==> config.mk <==
export PLATFORM = sky130hd
export DESIGN_NAME = pdg_ctrl
export DESIGN_NICKNAME = d
export VERILOG_FILES = /design/src/pdg_pkg.sv /design/src/pdg_ctrl.sv
export SDC_FILE = /design/constraint.sdc
export NUM_CORES = 1
export LEC_CHECK = 0
export BUFFER_PORTS_ARGS = -buffer_cell sky130_fd_sc_hd__buf_4
export CAP_MARGIN = 20
export CELL_PAD_IN_SITES_DETAIL_PLACEMENT = 1
export CELL_PAD_IN_SITES_GLOBAL_PLACEMENT = 1
export CORE_UTILIZATION = 37
export CTS_CLUSTER_SIZE = 25
export DETAILED_ROUTE_END_ITERATION = 6
export GPL_TIMING_DRIVEN = 0
export PLACE_DENSITY = 0.87
export SLEW_MARGIN = 15
export SYNTH_ARGS = -nofsm -noshare
export SYNTH_HDL_FRONTEND = slang
export SYNTH_SLANG_ARGS = --single-unit
==> constraint.sdc <==
create_clock -name I_REF_CLK -period 2.2 [get_ports I_REF_CLK]
set_input_delay 0.33 -clock I_REF_CLK [delete_from_list [all_inputs] [get_ports I_REF_CLK]]
set_output_delay 0.33 -clock I_REF_CLK [all_outputs]
set_load 0.01 [all_outputs]
==> src/pdg_pkg.sv <==
package pdg_pkg;
	localparam int ADDR_W = 8;
	localparam logic [7:0] OFF_POST_DIV = 8'h00;
	localparam logic [7:0] OFF_BYPASS_DIV = 8'h04;
	localparam logic [7:0] OFF_GO_CMD = 8'h08;
	localparam logic [7:0] OFF_CTRL_STAT = 8'h0c;
	localparam logic [7:0] OFF_ALIGN_SEL = 8'h10;
	localparam logic [7:0] OFF_RATIO_CHG = 8'h14;
	localparam logic [7:0] OFF_CLK_EN = 8'h18;
	localparam logic [7:0] OFF_CLK_ON = 8'h1c;
	localparam logic [7:0] OFF_OUT_STAT = 8'h20;
	localparam logic [7:0] OFF_DIV_FOUR = 8'h24;
	localparam int DIV_EN_BIT = 15;
	localparam int RATIO_W = 5;
	localparam int NUM_SYS = 9;
	localparam int SYS_FOUR_IDX = 3;
	localparam int SECOND_SYS = 5;
	localparam logic [8:0] ALIGN_RST_FIRST = 9'h01c;
	localparam logic [8:0] ALIGN_RST_SECOND = 9'h000;
	localparam int STAT_GO_BIT = 0;
	localparam int STAT_LOCK_BIT = 1;
	localparam int STAT_STABLE_BIT = 2;
	localparam int CKON_AUX_BIT = 0;
	localparam int CKON_OBS_BIT = 1;
	localparam int CKON_BP_BIT = 3;
	localparam logic [1:0] RESP_OKAY = 2'b00;
	localparam logic [1:0] RESP_SLVERR = 2'b10;

	typedef struct packed {
		logic en;
		logic [RATIO_W-1:0] ratio;
	} pdg_div_type;

	localparam pdg_div_type DIV_RST = '{en: 1'b1, ratio: 5'h00};

	typedef struct packed {
		logic obs_en;
		logic aux_en;
	} pdg_clk_en_type;

	typedef enum logic [2:0] {
		GO_IDLE = 3'b001,
		GO_WAIT = 3'b010,
		GO_APPLY = 3'b100
	} pdg_go_state_type;
endpackage : pdg_pkg

==> src/pdg_ctrl.sv <==
// The AXI4-Lite interface to the registers and the address map were left to the implementer.
`timescale 1ns/1ps
module pdg_ctrl #(
	parameter bit FIRST = 1'b1
) (
	input wire logic I_REF_CLK, // oscillator reference clock
	input wire logic I_RST_N, // async chip reset, low
	input wire logic [7:0] I_AXI_AWADDR, // write address
	input wire logic I_AXI_AWVALID, // write address valid
	output logic O_AXI_AWREADY, // write address ready
	input wire logic [31:0] I_AXI_WDATA, // write data
	input wire logic [3:0] I_AXI_WSTRB, // write strobes
	input wire logic I_AXI_WVALID, // write data valid
	output logic O_AXI_WREADY, // write data ready
	output logic [1:0] O_AXI_BRESP, // write response
	output logic O_AXI_BVALID, // write response valid
	input wire logic I_AXI_BREADY, // write response ready
	input wire logic [7:0] I_AXI_ARADDR, // read address
	input wire logic I_AXI_ARVALID, // read address valid
	output logic O_AXI_ARREADY, // read address ready
	output logic [31:0] O_AXI_RDATA, // read data
	output logic [1:0] O_AXI_RRESP, // read response
	output logic O_AXI_RVALID, // read data valid
	input wire logic I_AXI_RREADY, // read data ready
	input wire logic I_PLL_LOCK, // pll core locked
	input wire logic I_OSC_COUNTING, // reset clock counter busy
	input wire logic [8:0] I_SYS_RUNNING, // external system clocks on
	input wire logic [8:0] I_RATIO_PENDING, // external dividers differ
	output logic O_BYPASS_CLK_EN, // bypass system clock tick
	output logic O_POST_CLK_EN, // post divider tick
	output logic O_SYS_FOUR_CLK_EN, // system clock 4 tick
	output logic O_OBS_CLK_GATE, // observation clock enable
	output logic O_AUX_CLK_GATE, // auxiliary clock enable
	output logic [8:0] O_ALIGN_PULSE, // apply and align, one cycle
	output logic O_GO_BUSY // go operation in progress
);
	localparam logic [8:0] ALIGN_MASK = FIRST ? 9'h1ff : 9'h01f;
	localparam logic [8:0] ALIGN_RST =
		FIRST ? pdg_pkg::ALIGN_RST_FIRST : pdg_pkg::ALIGN_RST_SECOND;

	function automatic logic is_reg(input logic [7:0] a,
		input logic [7:0] off);
		return a[7:2] == off[7:2];
	endfunction : is_reg

	pdg_pkg::pdg_div_type post_div;
	pdg_pkg::pdg_div_type bypass_div;
	pdg_pkg::pdg_div_type four_div;
	pdg_pkg::pdg_div_type four_applied;
	pdg_pkg::pdg_clk_en_type clk_en;
	pdg_pkg::pdg_go_state_type go_state;
	logic go_trigger;
	logic go_start;
	logic [8:0] align_sel;
	logic [8:0] ratio_changed;
	logic stable;
	logic lock;
	logic [3:0] clk_on;
	logic [8:0] sys_on;
	logic wr_fire;
	logic [7:0] wr_addr;
	logic [31:0] wr_data;
	logic [31:0] next_rdata;
	logic next_rerr;
	logic [4:0] cnt [3];
	logic [4:0] ratio_of [3];
	logic [2:0] tick;
	logic [2:0] enab;
	logic [2:0] restart;

	// write: address and data taken together in one cycle
	assign wr_fire = I_AXI_AWVALID && I_AXI_WVALID && !O_AXI_AWREADY &&
		!O_AXI_BVALID;
	assign wr_addr = I_AXI_AWADDR;
	assign wr_data = I_AXI_WDATA;

	always_ff @(posedge I_REF_CLK or negedge I_RST_N)
	begin
		if (!I_RST_N)
		begin
			O_AXI_AWREADY <= 1'b0;
			O_AXI_WREADY <= 1'b0;
			O_AXI_BVALID <= 1'b0;
			O_AXI_BRESP <= pdg_pkg::RESP_OKAY;
		end
		else
		begin
			O_AXI_AWREADY <= wr_fire;
			O_AXI_WREADY <= wr_fire;
			if (wr_fire)
				O_AXI_BRESP <= (is_reg(wr_addr, pdg_pkg::OFF_CLK_EN) &&
					!FIRST) || next_rerr_w(wr_addr) ?
					pdg_pkg::RESP_SLVERR : pdg_pkg::RESP_OKAY;
			// response only after both channels have handshaken
			if (O_AXI_AWREADY)
				O_AXI_BVALID <= 1'b1;
			else if (I_AXI_BREADY)
				O_AXI_BVALID <= 1'b0;
		end
	end

	function automatic logic next_rerr_w(input logic [7:0] a);
		return a > pdg_pkg::OFF_DIV_FOUR + 8'h03;
	endfunction : next_rerr_w

	// byte lanes 0 and 1 carry the writable fields, all below bit 16
	always_ff @(posedge I_REF_CLK or negedge I_RST_N)
	begin
		if (!I_RST_N)
		begin
			post_div <= pdg_pkg::DIV_RST;
			bypass_div <= pdg_pkg::DIV_RST;
			four_div <= pdg_pkg::DIV_RST;
			align_sel <= ALIGN_RST;
			clk_en <= '{obs_en: 1'b0, aux_en: FIRST};
		end
		else if (wr_fire)
		begin
			if (is_reg(wr_addr, pdg_pkg::OFF_POST_DIV))
			begin
				if (I_AXI_WSTRB[0])
					post_div.ratio <= wr_data[4:0];
				if (I_AXI_WSTRB[1])
					post_div.en <= wr_data[pdg_pkg::DIV_EN_BIT];
			end
			if (is_reg(wr_addr, pdg_pkg::OFF_BYPASS_DIV))
			begin
				if (I_AXI_WSTRB[0])
					bypass_div.ratio <= wr_data[4:0];
				if (I_AXI_WSTRB[1])
					bypass_div.en <= wr_data[pdg_pkg::DIV_EN_BIT];
			end
			if (is_reg(wr_addr, pdg_pkg::OFF_DIV_FOUR))
			begin
				if (I_AXI_WSTRB[0])
					four_div.ratio <= wr_data[4:0];
				if (I_AXI_WSTRB[1])
					four_div.en <= wr_data[pdg_pkg::DIV_EN_BIT];
			end
			if (is_reg(wr_addr, pdg_pkg::OFF_ALIGN_SEL))
			begin
				if (I_AXI_WSTRB[0])
					align_sel[7:0] <= wr_data[7:0] & ALIGN_MASK[7:0];
				if (I_AXI_WSTRB[1])
					align_sel[8] <= wr_data[8] & ALIGN_MASK[8];
			end
			if (is_reg(wr_addr, pdg_pkg::OFF_CLK_EN) && FIRST &&
				I_AXI_WSTRB[0])
				clk_en <= wr_data[1:0];
		end
	end

	// go trigger holds its value; a one-write while idle launches a go
	assign go_start = wr_fire && is_reg(wr_addr, pdg_pkg::OFF_GO_CMD) &&
		I_AXI_WSTRB[0] && wr_data[0] && go_state == pdg_pkg::GO_IDLE;

	always_ff @(posedge I_REF_CLK or negedge I_RST_N)
	begin
		if (!I_RST_N)
			go_trigger <= 1'b0;
		else if (wr_fire && is_reg(wr_addr, pdg_pkg::OFF_GO_CMD) &&
			I_AXI_WSTRB[0])
			go_trigger <= wr_data[0];
	end

	// a one-write during a running go is dropped, software must poll
	always_ff @(posedge I_REF_CLK or negedge I_RST_N)
	begin
		if (!I_RST_N)
		begin
			go_state <= pdg_pkg::GO_IDLE;
			four_applied <= pdg_pkg::DIV_RST;
			ratio_changed <= 9'h000;
			O_ALIGN_PULSE <= 9'h000;
			O_GO_BUSY <= 1'b0;
		end
		else
		begin
			O_ALIGN_PULSE <= 9'h000;
			case (go_state)
				pdg_pkg::GO_IDLE:
				begin
					if (go_start)
					begin
						go_state <= pdg_pkg::GO_WAIT;
						O_GO_BUSY <= 1'b1;
						ratio_changed <= (I_RATIO_PENDING & ~9'h008 |
							{5'h00, four_div != four_applied, 3'h0}) &
							ALIGN_MASK;
					end
				end
				pdg_pkg::GO_WAIT:
				begin
					// switch on a period boundary to avoid a runt tick
					if (tick[2] || !four_applied.en)
						go_state <= pdg_pkg::GO_APPLY;
				end
				pdg_pkg::GO_APPLY:
				begin
					four_applied <= four_div;
					O_ALIGN_PULSE <= align_sel;
					O_GO_BUSY <= 1'b0;
					go_state <= pdg_pkg::GO_IDLE;
				end
				default:
				begin
					go_state <= pdg_pkg::GO_IDLE;
					O_GO_BUSY <= 1'b0;
				end
			endcase
		end
	end

	// dividers: 0 bypass, 1 post, 2 system clock 4
	assign ratio_of[0] = bypass_div.ratio;
	assign ratio_of[1] = post_div.ratio;
	assign ratio_of[2] = four_applied.ratio;
	assign enab = {four_applied.en, post_div.en, bypass_div.en};
	assign restart = {go_state == pdg_pkg::GO_APPLY &&
		align_sel[pdg_pkg::SYS_FOUR_IDX], 2'b00};

	for (genvar g = 0; g < 3; g++)
	begin : g_div
		assign tick[g] = enab[g] && cnt[g] >= ratio_of[g];
		always_ff @(posedge I_REF_CLK or negedge I_RST_N)
		begin
			if (!I_RST_N)
				cnt[g] <= 5'h00;
			else if (restart[g] || tick[g] || !enab[g])
				cnt[g] <= 5'h00;
			else
				cnt[g] <= cnt[g] + 5'h01;
		end
	end

	always_ff @(posedge I_REF_CLK or negedge I_RST_N)
	begin
		if (!I_RST_N)
		begin
			O_BYPASS_CLK_EN <= 1'b0;
			O_POST_CLK_EN <= 1'b0;
			O_SYS_FOUR_CLK_EN <= 1'b0;
			O_OBS_CLK_GATE <= 1'b0;
			O_AUX_CLK_GATE <= FIRST;
		end
		else
		begin
			O_BYPASS_CLK_EN <= tick[0];
			O_POST_CLK_EN <= tick[1];
			O_SYS_FOUR_CLK_EN <= tick[2];
			O_OBS_CLK_GATE <= clk_en.obs_en;
			O_AUX_CLK_GATE <= clk_en.aux_en && FIRST;
		end
	end

	always_ff @(posedge I_REF_CLK or negedge I_RST_N)
	begin
		if (!I_RST_N)
		begin
			stable <= 1'b1;
			lock <= 1'b0;
			clk_on <= {1'b1, 2'b00, FIRST};
			sys_on <= 9'h000;
		end
		else
		begin
			stable <= !I_OSC_COUNTING;
			lock <= I_PLL_LOCK;
			clk_on <= {bypass_div.en, 1'b0, O_OBS_CLK_GATE,
				O_AUX_CLK_GATE};
			sys_on <= {I_SYS_RUNNING[8:4], four_applied.en,
				I_SYS_RUNNING[2:0]} & ALIGN_MASK;
		end
	end

	always_comb
	begin
		next_rdata = 32'h0000_0000;
		next_rerr = 1'b0;
		if (is_reg(I_AXI_ARADDR, pdg_pkg::OFF_POST_DIV))
			next_rdata = {16'h0000, post_div.en, 10'h000, post_div.ratio};
		else if (is_reg(I_AXI_ARADDR, pdg_pkg::OFF_BYPASS_DIV))
			next_rdata = {16'h0000, bypass_div.en, 10'h000,
				bypass_div.ratio};
		else if (is_reg(I_AXI_ARADDR, pdg_pkg::OFF_GO_CMD))
			next_rdata = {31'h0000_0000, go_trigger};
		else if (is_reg(I_AXI_ARADDR, pdg_pkg::OFF_CTRL_STAT))
			next_rdata = {29'h0000_0000, stable, lock, O_GO_BUSY};
		else if (is_reg(I_AXI_ARADDR, pdg_pkg::OFF_ALIGN_SEL))
			next_rdata = {23'h00_0000, align_sel};
		else if (is_reg(I_AXI_ARADDR, pdg_pkg::OFF_RATIO_CHG))
			next_rdata = {23'h00_0000, ratio_changed};
		else if (is_reg(I_AXI_ARADDR, pdg_pkg::OFF_CLK_EN))
		begin
			next_rdata = {30'h0000_0000, clk_en};
			next_rerr = !FIRST;
		end
		else if (is_reg(I_AXI_ARADDR, pdg_pkg::OFF_CLK_ON))
			next_rdata = {28'h000_0000, clk_on};
		else if (is_reg(I_AXI_ARADDR, pdg_pkg::OFF_OUT_STAT))
			next_rdata = {23'h00_0000, sys_on};
		else if (is_reg(I_AXI_ARADDR, pdg_pkg::OFF_DIV_FOUR))
			next_rdata = {16'h0000, four_div.en, 10'h000, four_div.ratio};
		else
			next_rerr = 1'b1;
	end

	always_ff @(posedge I_REF_CLK or negedge I_RST_N)
	begin
		if (!I_RST_N)
		begin
			O_AXI_ARREADY <= 1'b0;
			O_AXI_RVALID <= 1'b0;
			O_AXI_RDATA <= 32'h0000_0000;
			O_AXI_RRESP <= pdg_pkg::RESP_OKAY;
		end
		else
		begin
			O_AXI_ARREADY <= I_AXI_ARVALID && !O_AXI_ARREADY &&
				!O_AXI_RVALID;
			if (I_AXI_ARVALID && !O_AXI_ARREADY && !O_AXI_RVALID)
			begin
				O_AXI_RDATA <= next_rerr ? 32'h0000_0000 : next_rdata;
				O_AXI_RRESP <= next_rerr ? pdg_pkg::RESP_SLVERR :
					pdg_pkg::RESP_OKAY;
			end
			if (O_AXI_ARREADY)
				O_AXI_RVALID <= 1'b1;
			else if (I_AXI_RREADY)
				O_AXI_RVALID <= 1'b0;
		end
	end
endmodule : pdg_ctrl

==> results.txt <==
----------------------------------------------------
[Timing]
  Worst hold margin ... 0.0763 ns
  Relative slew margins ... 0.322
  Hold Violations, Final ... 0
  Worst Tran Pin Value ... 1.02 ns
  Worst-case clock skew ... 0.00449 ns
  Final min period ... 2.11 ns
  Final number of max-transition violations ... 0
  Achievable frequency ... 475 MHz
  Period utilisation layout ... 0.957
  Post-layout worst setup margin ... 0.0946 ns
  Number of setup violations in the final report ... 0
  Unrepaired setup endpoints after global routing ... true

[Final layout]
  Finished Cell Area ... 0.00643 sq mm
  Diode insertion count for antenna repair ... 0
  Layout overhead on the synthesized area ... 24.3%
  Layout Cells excl Fill ... 750
  Area taken by multi-input logic gates ... 0.00220 sq mm
  Total Nets Final ... 666
  Flip-flop and latch area ... 0.00272 sq mm
  Layout cell share with drive strength beyond 1 ... 0.348
  Filler Cells Inserted ... 1475

[Synth]
  Fraction of registers with async set or reset after synthesis ... 1.00
  Main synth FF type ... dfrtp_1
  Mean cell area of the mapped netlist ... 11.4 sq um
  Synth Cell Area ... 0.00517 sq mm
  Synthesized flop and latch total ... 108
  Sequential-to-total area share from yosys stat ... 0.526
  Synth cell types ... 59
  Post-Synthesis Cells ... 452
  Number of synthesized flops with an enable pin ... 0
  Number of warnings issued by yosys ... 0

[Clock tree]
  Library cell used as clock root buffer ... clkbuf_16
  CTS-repair resized insts ... 0
  Worst-case clock buffer depth ... 2
  Clock latency at the later pin of the worst-skew pair ... 0.35 ns
  CTS tree ... yes
  Register clock-pin slew on the reported worst setup and hold paths ... 0.07 ns
  Number of buffers created by CTS ... 9
  Number of sinks handled by clock tree synthesis ... 108
  H-tree level count ... 3

[Route]
  Via total after detailed routing ... 3859
  First-pass iteration count of the detailed router ... 4
  Iteration-0 DRC Markers ... 143
  Post-detailed-route DRC marker count ... 0
  Routed wire length per instance ... 18.0 um
  Drt total wl ... 13500 um
  Average via count per standard cell ... 5.15
  DRT antenna net count ... 0

[Setup path]
  Critical Path RT ... 2.43 ns
  CP max FO ... 10
  Crit. End Element ... flip-flop
  Kind of launch point of the worst setup path ... flip-flop
  Worst EP arrival ... 2.34 ns
  CP Class ... flip-flop to flip-flop
  Depth of the most critical reg-to-reg path ... 6

[Global routing]
  First-pass GRT wire length ... 21900 um
  Aggregate global routing overflow ... 0
  Largest net degree at the start of global routing ... 109
  Number of antenna violations at the first check in global routing ... 0
  Via count of the first global-routing pass ... 4116
  Total global-route track usage ... 0.200

[Floorplanning]
  Die Y ... 120 um
  Total core area ... 0.0135 sq mm
  Die X-Extent ... 120 um
  Initial Utilization ... 0.384
  Ports ... 135
  Num rows ... 42
  Overall die area ... 0.0145 sq mm

[Power and ir drop]
  Total power of the final layout ... 4.29 mW
  Maximum vdd drop ... 0.000404 V
  PwrDens ... 667 mW/mm^2
  Leakage dissipation ... 3.10 nW

[Placement]
  Post-detailed-placement cell area ... 0.00608 sq mm
  GP Congestion ... 0.868
  Count of input and output buffers ... 79
  Worst setup slack before clock tree synthesis ... -0.149 ns
  Placed cell count ... 730
  DP HPWL ... 10200 um

[Run]
  Max Cap Violations ... 0

[Worst hold path]
  Worst min path class ... input pin to asynchronous set/reset pin

[Status]
  Run status ... finished, final reports clean

----------------------------------------------------
## final timing paths
check                               start               end  slack (ns)
max                          O_AXI_WREADY  ratio_changed[7]        0.09
min                               I_RST_N            cnt[9]        0.08
max reg2reg                  O_AXI_WREADY  ratio_changed[7]        0.09
min reg2reg                     clk_en[0]    O_AUX_CLK_GATE        0.38
max in group asynchronous         I_RST_N  ratio_changed[1]        1.41
min in group I_REF_CLK     I_OSC_COUNTING            stable        0.08
## cells in the mapped netlist (2+ instances only)
| cell | n | area share |
|---|---|---|
| a211o_1 | 2 | 0.0034 |
| a211oi_1 | 2 | 0.0029 |
| a21o_1 | 5 | 0.0073 |
| a21oi_1 | 13 | 0.013 |
| a221oi_1 | 3 | 0.0051 |
| a22oi_1 | 4 | 0.0058 |
| a31oi_1 | 5 | 0.0060 |
| a32oi_1 | 2 | 0.0034 |
| and2_1 | 9 | 0.011 |
| and4bb_2 | 2 | 0.0048 |
| buf_1 | 2 | 0.0015 |
| buf_4 | 25 | 0.036 |
| clkbuf_1 | 9 | 0.0065 |
| dfrtp_1 | 95 | 0.46 |
| dfstp_2 | 13 | 0.066 |
| ha_1 | 18 | 0.044 |
| inv_1 | 28 | 0.020 |
| mux2_2 | 50 | 0.11 |
| mux2i_1 | 5 | 0.0097 |
| nand2_1 | 17 | 0.012 |
| nand2b_1 | 7 | 0.0085 |
| nand3_1 | 12 | 0.012 |
| nand4_1 | 2 | 0.0024 |
| nand4b_1 | 2 | 0.0034 |
| nor2_1 | 32 | 0.023 |
| nor3_1 | 8 | 0.0077 |
| nor3_2 | 2 | 0.0039 |
| nor3b_1 | 5 | 0.0073 |
| o21a_1 | 2 | 0.0029 |
| o21ai_0 | 21 | 0.020 |
| o31ai_1 | 3 | 0.0044 |
| or2_2 | 5 | 0.0060 |
| or3_1 | 2 | 0.0024 |
| xnor2_1 | 5 | 0.0085 |
| xor2_1 | 11 | 0.019 |
## area by class of cell
type,instances,share of cell area
clock inverters,4,0.0113
well taps,176,0.0342
repair buffers,83,0.0975
multi-input cells,302,0.342
plain buffers,37,0.0374
inverters,28,0.0163
clock buffers,12,0.0383
flip-flops and latches,108,0.423
## worst max-delay path, cell delays in order, from the launching register on
cell	delay, ns
dfrtp_1	0.42
and4bb_2	0.34
nor3b_4	0.22
nand3_2	0.14
and4bb_2	0.35
buf_6	0.17
mux2_2	0.35
## layout by cell type (no fill, tap or decap), drive strengths merged, types with 3 or more instances in the layout
master / Yosys / layout
a22oi: 4 / 4
nor3: 10 / 10
nor2: 32 / 32
clkbuf: 9 / 21
inv: 28 / 28
dfstp: 13 / 13
a21o: 5 / 5
o31ai: 3 / 3
ha: 18 / 18
a221oi: 3 / 3
nor3b: 6 / 6
mux2i: 5 / 5
nand2: 17 / 17
conb: 1 / 24
nand2b: 7 / 7
and2: 10 / 10
or2: 5 / 5
xor2: 11 / 11
nand3: 13 / 13
dfrtp: 95 / 95
mux2: 50 / 50
xnor2: 5 / 5
a21oi: 13 / 13
buf: 28 / 111
a31oi: 5 / 5
o21ai: 21 / 21
## cells by family (layout without fill, tap and decap cells)
kind of cell,after synthesis,count (layout),share of synthesized area
adders and majority gates,18,18,0.0435
and+or+nand+nor,114,114,0.120
other,1,24,0.000725
AOI/OAI and AO/OA,75,75,0.0972
muxes,55,55,0.119
xor gates and xnor gates,16,16,0.0271
buffers and inverters,65,164,0.0668
DFF,108,108,0.526
## report_power, final
group          total (mW)  internal [mW]  switching [mW]
Clock                1.75           1.03           0.723
Combinational       0.430          0.203           0.228
Sequential           2.11           2.06          0.0512
Total                4.29           3.29            1.00
## registers in the layout (all words and copies together), names as in the netlist, 2 cells and up
| register | flops |
|---|---|
| clk_on | 3 |
| ratio_changed | 9 |
| four_applied | 5 |
| O_ALIGN_PULSE | 9 |
| bypass_div | 6 |
| cnt | 15 |
| post_div | 5 |
| align_sel | 9 |
| go_state | 3 |
| O_AXI_RDATA | 10 |
| sys_on | 9 |
| four_div | 6 |
| enab | 2 |
| clk_en | 2 |
## per-layer routing
metal | part of all wire | GRT usage | vias up
li1 | - | - | 1773
met1 | 0.46 | 0.261 | 1956
met2 | 0.47 | 0.325 | 113
met3 | 0.058 | 0.0590 | 17
met4 | 0.012 | 0.0502 | 0
met5 | 0 | 0 | -
## per-stage QoR
stage	TNS, ns	util
finish	0	0.478
global route	-0.107	0.478
floorplan	0	-
detailed placement	-1.90	0.452
global placement	-0.297	0.451
CTS	0	0.476
## timing repair
item,4_1_cts,5_1_grt
setup buffers,1,3
endpoints found under the setup margin,17,12
hold buffers,0,0
pin swaps,0,3
Note: power is estimated with default switching activity, not from simulation.
